==> src/rtl/sbi_pkg.sv <==
// shared constants and carrier types for the skip, branch and increment decoder
package sbi_pkg;

    // ----------------------------------------------------------------
    // opcode fields
    // ----------------------------------------------------------------
    localparam logic [5:0] OP_DEC_SKIP = 6'h0b;   // 00 1011 dfff ffff
    localparam logic [5:0] OP_INC_FILE = 6'h0a;   // 00 1010 dfff ffff
    localparam logic [2:0] OP_JUMP = 3'h5;        // 10 1kkk kkkk kkkk
    localparam int DEST_BIT = 7;
    localparam int JUMP_HI_LSB = 3;               // upper latch bits 4:3

    // ----------------------------------------------------------------
    // reset values
    // ----------------------------------------------------------------
    localparam logic [7:0] DATA_RST = 8'h00;
    localparam logic [12:0] PC_RST = 13'h0000;
    localparam logic [6:0] ADDR_RST = 7'h00;

    // ----------------------------------------------------------------
    // carriers
    // ----------------------------------------------------------------
    typedef enum logic [1:0] {
        KIND_OTHER,
        KIND_DEC_SKIP,
        KIND_INC,
        KIND_JUMP
    } op_kind_t;

    typedef struct packed {
        logic valid;      // instruction word presented this cycle
        logic [13:0] word;
    } instr_t;

    typedef struct packed {
        logic accum_we;   // write result to accumulator
        logic file_we;    // write result to file register
        logic [6:0] addr;
        logic [7:0] data;
    } result_t;

    typedef struct packed {
        logic zero_we;
        logic zero_val;
    } flag_t;

    typedef struct packed {
        logic pc_load;    // branch taken: load pc and flush prefetch
        logic [12:0] pc;
        logic discard;    // drop the prefetched word, run idle op
    } flow_t;

endpackage

==> src/rtl/sbi_alu.sv <==
// combinational adder that steps an 8-bit value up or down by one
`timescale 1ns/100ps
module sbi_alu
(
    // operand
    input wire logic [7:0] operand_i,
    input wire logic down_i,
    // result
    output logic [7:0] result_o,
    output logic zero_o
);

    // wraps modulo 256, so 0xff + 1 gives 0x00 and 0x00 - 1 gives 0xff
    always_comb
    begin
        result_o = down_i ? 8'(operand_i - 8'h01) : 8'(operand_i + 8'h01);
        zero_o = (result_o == 8'h00);
    end

endmodule

==> src/rtl/skip_branch_increment_decode.sv <==
// decode and execute for decrement-skip, absolute jump and increment
`timescale 1ns/100ps

// How it works
// - decrement-skip subtracts one, flags untouched
// - dest bit 0 to accumulator, 1 to file
// - zero result discards prefetch, idle slot follows
// - jump loads eleven-bit literal into pc low
// - pc bits 12:11 from upper latch 4:3
// - jump takes two cycles, flags untouched
// - increment adds one, updates zero, one cycle
module skip_branch_increment_decode
(
    // clock and reset
    input wire logic clk_i,
    input wire logic sys_rst_i,
    // instruction and operands
    input wire sbi_pkg::instr_t instr_i,
    input wire logic [7:0] file_data_i,
    input wire logic [7:0] pc_upper_latch_i,
    // operand read address
    output logic [6:0] file_addr_o,
    // results
    output sbi_pkg::result_t result_o,
    output sbi_pkg::flag_t flag_o,
    output sbi_pkg::flow_t flow_o
);

    // ----------------------------------------------------------------
    // decode
    // ----------------------------------------------------------------
    sbi_pkg::op_kind_t kind;
    logic [7:0] alu_result;
    logic alu_zero;
    logic slot_idle_reg;
    logic slot_idle_next;

    // shared decode of the opcode field
    function automatic sbi_pkg::op_kind_t decode_kind(input logic [13:0] w);
        if (w[13:8] == sbi_pkg::OP_DEC_SKIP)
            return sbi_pkg::KIND_DEC_SKIP;
        else if (w[13:8] == sbi_pkg::OP_INC_FILE)
            return sbi_pkg::KIND_INC;
        else if (w[13:11] == sbi_pkg::OP_JUMP)
            return sbi_pkg::KIND_JUMP;
        else
            return sbi_pkg::KIND_OTHER;
    endfunction

    // a word arriving in a flushed slot runs as idle op and is ignored
    always_comb
    begin
        kind = (instr_i.valid && !slot_idle_reg) ? decode_kind(instr_i.word)
                                                 : sbi_pkg::KIND_OTHER;
    end

    // file operand arrives combinationally for the address on the word
    sbi_alu u_alu
    (
        .operand_i(file_data_i),
        .down_i(kind == sbi_pkg::KIND_DEC_SKIP),
        .result_o(alu_result),
        .zero_o(alu_zero)
    );

    // ----------------------------------------------------------------
    // execute
    // ----------------------------------------------------------------
    logic [6:0] addr_reg;
    logic [6:0] addr_next;
    sbi_pkg::result_t result_reg;
    sbi_pkg::result_t result_next;
    sbi_pkg::flag_t flag_reg;
    sbi_pkg::flag_t flag_next;
    sbi_pkg::flow_t flow_reg;
    sbi_pkg::flow_t flow_next;

    // next values; one outcome per executed word
    always_comb
    begin
        addr_next = instr_i.word[6:0];
        result_next = '0;
        flag_next = '0;
        flow_next = '0;
        slot_idle_next = 1'b0;
        case (kind)
            sbi_pkg::KIND_DEC_SKIP:
            begin
                result_next.data = alu_result;
                result_next.addr = instr_i.word[6:0];
                result_next.file_we = instr_i.word[sbi_pkg::DEST_BIT];
                result_next.accum_we = !instr_i.word[sbi_pkg::DEST_BIT];
                flow_next.discard = alu_zero;
                slot_idle_next = alu_zero;
            end
            sbi_pkg::KIND_INC:
            begin
                result_next.data = alu_result;
                result_next.addr = instr_i.word[6:0];
                result_next.file_we = instr_i.word[sbi_pkg::DEST_BIT];
                result_next.accum_we = !instr_i.word[sbi_pkg::DEST_BIT];
                flag_next.zero_we = 1'b1;
                flag_next.zero_val = alu_zero;
            end
            sbi_pkg::KIND_JUMP:
            begin
                flow_next.pc[10:0] = instr_i.word[10:0];
                flow_next.pc[12:11] = pc_upper_latch_i[sbi_pkg::JUMP_HI_LSB +: 2];
                // flush makes the second cycle idle
                flow_next.pc_load = 1'b1;
                flow_next.discard = 1'b1;
                slot_idle_next = 1'b1;
            end
            sbi_pkg::KIND_OTHER:
            begin
                slot_idle_next = 1'b0;
            end
            default:
            begin
                slot_idle_next = 1'b0;
            end
        endcase
    end

    // registers only; outputs come straight from these
    always_ff @(posedge clk_i or posedge sys_rst_i)
    begin
        if (sys_rst_i)
        begin
            addr_reg <= sbi_pkg::ADDR_RST;
            result_reg <= '0;
            flag_reg <= '0;
            flow_reg <= '0;
            slot_idle_reg <= 1'b0;
        end
        else
        begin
            addr_reg <= addr_next;
            result_reg <= result_next;
            flag_reg <= flag_next;
            flow_reg <= flow_next;
            slot_idle_reg <= slot_idle_next;
        end
    end

    // registered copy of the last word's address for the register file
    always_comb
    begin
        file_addr_o = addr_reg;
        result_o = result_reg;
        flag_o = flag_reg;
        flow_o = flow_reg;
    end
endmodule

==> config.mk <==
export PLATFORM = sky130hd
export DESIGN_NAME = skip_branch_increment_decode
export DESIGN_NICKNAME = d
export VERILOG_FILES = /design/src/rtl/sbi_pkg.sv /design/src/rtl/sbi_alu.sv /design/src/rtl/skip_branch_increment_decode.sv
export SDC_FILE = /design/constraint.sdc
export NUM_CORES = 1
export LEC_CHECK = 0
export ABC_AREA = 1
export CORE_MARGIN = 1
export CORE_UTILIZATION = 38
export CTS_CLUSTER_DIAMETER = 50
export DETAILED_ROUTE_END_ITERATION = 12
export DONT_BUFFER_PORTS = 1
export PLACE_DENSITY_LB_ADDON = 0.3
export SETUP_SLACK_MARGIN = 0.2
export SKIP_CTS_REPAIR_TIMING = 1
export SLEW_MARGIN = 20
export SYNTH_ARGS = -nofsm -noshare
export SYNTH_HDL_FRONTEND = slang
export SYNTH_HIERARCHICAL = 1
export SYNTH_SLANG_ARGS = --single-unit
==> constraint.sdc <==
create_clock -name clk_i -period 2.7 [get_ports clk_i]
set_clock_uncertainty 0.05 [all_clocks]
set_input_delay 0.135 -clock clk_i [delete_from_list [all_inputs] [get_ports clk_i]]
set_output_delay 0.135 -clock clk_i [all_outputs]
set_load 0.05 [all_outputs]
### Word level (Yosys, flattened, before mapping)

Cells that the tools add are included.

| storage, ports and cells | value |
|---|---|
| register bits | 41 |
| memories | 0 |
| ROM bits | 0 |
| bits in writable memories | 0 |
| output and inout port bits | 41 |
| latch bits | 0 |

| operators by class | value |
|---|---|
| reduce and logical (&&, ||, !) cells | 5 |
| shifts and indexed selects | 0 |
| order comparisons | 0 |
| bitwise operators | 0 |
| add/sub/neg operators | 2 |
| multiplexer cells | 9 |
| multipliers | 0 |
| divide/modulo/power cells | 0 |
| equality and inequality tests | 6 |

Operators with widths:

| cell | number |
|---|---|
| $mux 17 | 1 |
| $mux 14 | 1 |
| $eq 6x4->1 const B | 2 |
| $mux 2 | 5 |
| $add 8x1->8 const B | 1 |
| $logic_not 8->1 | 1 |
| $mux 8 | 1 |
| $sub 8x1->8 const B | 1 |
| $eq 2x2->1 const B | 2 |
| $eq 3x3->1 const B | 1 |
| $eq 2x1->1 const B | 1 |
| $logic_not 1->1 | 2 |
| $pmux 1 s2 | 1 |
| $reduce_or 2->1 | 1 |
| $logic_and 1x1->1 | 1 |

### Logic depth before layout (Yosys ltp)

| depth | value |
|---|---|
| depth after elaboration | 9 |
| mapped depth | 20 |
| mapped depth without buffers | 19 |

### Hierarchy

The synthesis kept the hierarchy.

By module, submodules not included:

| module | area each (um^2) | instances | cells each |
|---|---|---|---|
| skip_branch_increment_decode | 1468.9 | 1 | 122 |
| sbi_alu | 460.4 | 1 | 80 |

### Worst setup path after synthesis

No wires, ideal clock.

| path | value |
|---|---|
| kind | flip-flop to flip-flop |
| start | register flow_o[0] (netlist name) |
| end | register flow_reg (netlist bit flow_o[0]) |
| setup time | 83 ps |
| data required time | 2567 ps |
| slack | 245 ps |
| clock period less this slack | 2455 ps |
| data arrival time | 2322 ps |
| stages on the path, launching flop included | 18 |
| cells stage by stage | dfrtp_1 > nor2_2 > nand4_4 > buf_6 > inv_1 > inv_1 > fa_1 > inv_1 > nand2_1 > nand2_1 > nand3_1 > nand2_1 > nand2_1 > nand2_2 > nand2_1 > nor2_2 > inv_1 > o21ai_0 |

RTL lines:

| element | line | text |
|---|---|---|
| to (signal assigned) | skip_branch_increment_decode.sv:141 | `flow_reg <= flow_next;` |
| to (decl) | skip_branch_increment_decode.sv:75 | `sbi_pkg::flow_t flow_reg;` |

==> impl_metrics.tcl <==
set metrics [dict create \
    die_x_um 73.3 \
    drv_slew 0 \
    synth_seq_cells 41 \
    vias 1298 \
    fp.dieH_um 73.3 \
    cp.buffers_inverters 4 \
    whs_ps 159 \
    layout.nets 268 \
    dieArea_um2 5370 \
    cp.required_ps 2860 \
    n_antenna_cell 0 \
    fmax_mhz 447 \
    place_congestion 0.696 \
    cp_common_cell "nand2_1" \
    area_growth_pct 19.4 \
    cts_tree "yes" \
    crit_path_end_kind "flop" \
    cts_sinks 41 \
    synth.avg_cell_area_um2 9.55 \
    initial_core_util_pct 40.1 \
    slowest_delay_ps 410 \
    drt_wl_total_mm 3.40 \
    outcome "complete, no violations" \
    grt_pass1_wl_mm 5.38 \
    power.internal_uw 967 \
    grt.total_usage_pct 13.4 \
    post_drt_wl_per_cell_um 11.5 \
    antenna_found_initial 0 \
    p_per_area_nw_per_um2 548 \
    io_pins 74 \
    max-cap-violations 0 \
    critPathMaxFanout 4 \
    ant_nets 0 \
    fillers 481 \
    finalSetupViolCount 0 \
    cts.path.max_buffers 2 \
    yosys_warnings 6 \
    min_period_over_period_pct 82.9 \
    drtIter0Drc 44 \
    p_leak_nw 1.25 \
    synth_nets 243 \
    critPathTopFamily "simple AND/OR/NAND/NOR gates" \
    root_buffer "clkbuf_8" \
    cts_max_level 2 \
    dp_cells 269 \
    finalCriticalPeriod_ps 2240 \
    via_per_inst 4.40 \
    worstMarginPinSlew_ps 913 \
    critical-path-slowest-cell "dfrtp_1" \
    worstSetupStartpointType "flop" \
    hold_viol_final 0 \
    cts-buffers-inserted 5 \
    drc_errors 0 \
    synth_cells 202 \
    netlist_area_um2 1930 \
    rsz0062_at_grt "no" \
    firstDrtPassIters 4 \
    drive_gt1_share_pct 21.1 \
    fin_ws_ps 462 \
    worstPathArrival_ps 2390 \
    pwr-share-clk_pct 38.8 \
    final_cell_count_no_fill 295 \
    crit_chain "nor2_4 > nand4_4 > clkinvlp_4 > inv_1 > fa_1 > inv_2 > nand2_1 > nand2_1 > nand3_1 > nand2_1 > nand2_1 > nand2_2 > nand2_1 > nor2_2 > inv_1 > o21ai_0" \
    coreArea_um2 4820 \
    seq_area_frac_synth_pct 53.2 \
    multi_input_area_um2 679 \
    slew_headroom_pct 38.7 \
    clk_latency_ps 280 \
    worstSetupPathType "reg -> reg" \
    fp-row-count 25 \
    power.share.sequential_pct 52.8 \
    clkTransAtPathRegs_ps 70 \
    dp_hpwl_mm 2.42 \
    final.setup.tns_ps 0 \
    p_comb_share_pct 8.4 \
    switching_share_pct 23.4 \
    min_path_type "in -> reg" \
    power.switching_uw 295 \
    place_ws_ps 218 \
    regArea_um2 1030 \
    port_buffers 0 \
    synth_cell_type_count 22 \
    gr-total-overflow 0 \
    final_common_cell "inv_1" \
    final_cell_mix "inv_1, dfrtp_1, nand2_1" \
    grt_max_degree 29 \
    ir_worst_vdd_mv 0.223 \
    grt_pass1_vias 1226 \
]
==> final timing paths <==
kind	slack (ps)	cells after the start	startpoint	to
setup / recovery	460	16	flow_o[0]	flow_o[0]
hold / removal	160	5	file_data_i[1]	result_o[1]
setup reg to reg	460	16	flow_o[0]	flow_o[0]
hold reg to reg	880	4	flow_o[0]	result_o[3]
max in group asynchronous	1620	3	sys_rst_i	flow_o[4]
min in group asynchronous	340	2	sys_rst_i	result_o[16]
==> cell usage after synthesis (all sizes together) <==
cell type | number | share of area (%)
a21oi | 20 | 6.9
buf | 4 | 1.9
clkinv | 2 | 0.39
dfrtp | 41 | 53
fa | 1 | 1.0
ha | 7 | 4.5
inv | 49 | 9.5
nand2 | 35 | 8.0
nand3 | 10 | 3.9
nand3b | 2 | 0.78
nand4 | 2 | 2.2
nor2 | 25 | 6.2
o21ai | 2 | 0.52
or2 | 1 | 0.45
xor2 | 1 | 0.45
==> worst register-to-register path, stage by stage, from the launching register on <==
cell	delay [ps]
dfrtp_1	410
nor2_4	120
nand4_4	130
clkinvlp_4	140
inv_1	60
fa_1	400
inv_2	90
nand2_1	50
nand2_1	80
nand3_1	100
nand2_1	70
nand2_1	50
nand2_2	60
nand2_1	60
nor2_2	100
inv_1	50
o21ai_0	140
==> layout make-up <==
type | instances | share of cell area, %
clock buffer | 7 | 3.75
clock inverter | 1 | 1.30
inverter | 51 | 8.47
multi-input combinational | 106 | 29.5
sequential | 41 | 44.5
tap | 67 | 3.64
timing repair buffer | 22 | 8.80
==> state kept, by name (all words and copies together) (netlist names) <==
register	count
file_addr_o	7
flag_o	2
result_o	17
flow_o	15
==> routing by layer <==
| metal | vias to the layer above | global-route usage (%) | share of wire [%] |
|---|---|---|---|
| met4 | 0 | 6.54 | 1.4 |
| li1 | 650 | - | - |
| met1 | 591 | 14.5 | 41 |
| met3 | 5 | 4.12 | 8.5 |
| met2 | 52 | 23.6 | 49 |
| met5 | - | 0 | 0 |
==> stage by stage <==
stage,cell area (µm²),power [mW],util (%)
6_report,2300,1.26,47.8
5_1_grt,2300,1.32,47.8
4_1_cts,2120,1.26,44.1
3_5_place_dp,2010,0.765,41.6
3_3_place_gp,2010,0.764,41.6
2_1_floorplan,1930,0.750,-
==> power by group through the flow <==
stage | clock, mW | sequential [mW] | combinational (mW)
after detailed placement | 0 | 0.678 | 0.0868
final | 0.490 | 0.666 | 0.106
after CTS | 0.506 | 0.666 | 0.0873
after global routing | 0.531 | 0.668 | 0.123
after floorplan | 0 | 0.677 | 0.0730
after global placement | 0 | 0.678 | 0.0857
==> kinds of logic (layout without fill, tap and decap cells) <==
| logic type | Yosys count | in the layout | synth area share (%) |
|---|---|---|---|
| xor gates and xnor gates | 1 | 1 | 0.454 |
| buffers and inverters | 55 | 81 | 11.9 |
| adders and majority gates | 8 | 8 | 5.58 |
| AOI/OAI and AO/OA | 22 | 22 | 7.46 |
| DFF | 41 | 41 | 53.2 |
| and+or+nand+nor | 75 | 75 | 21.5 |
Note: power is estimated with default switching activity, not from simulation.
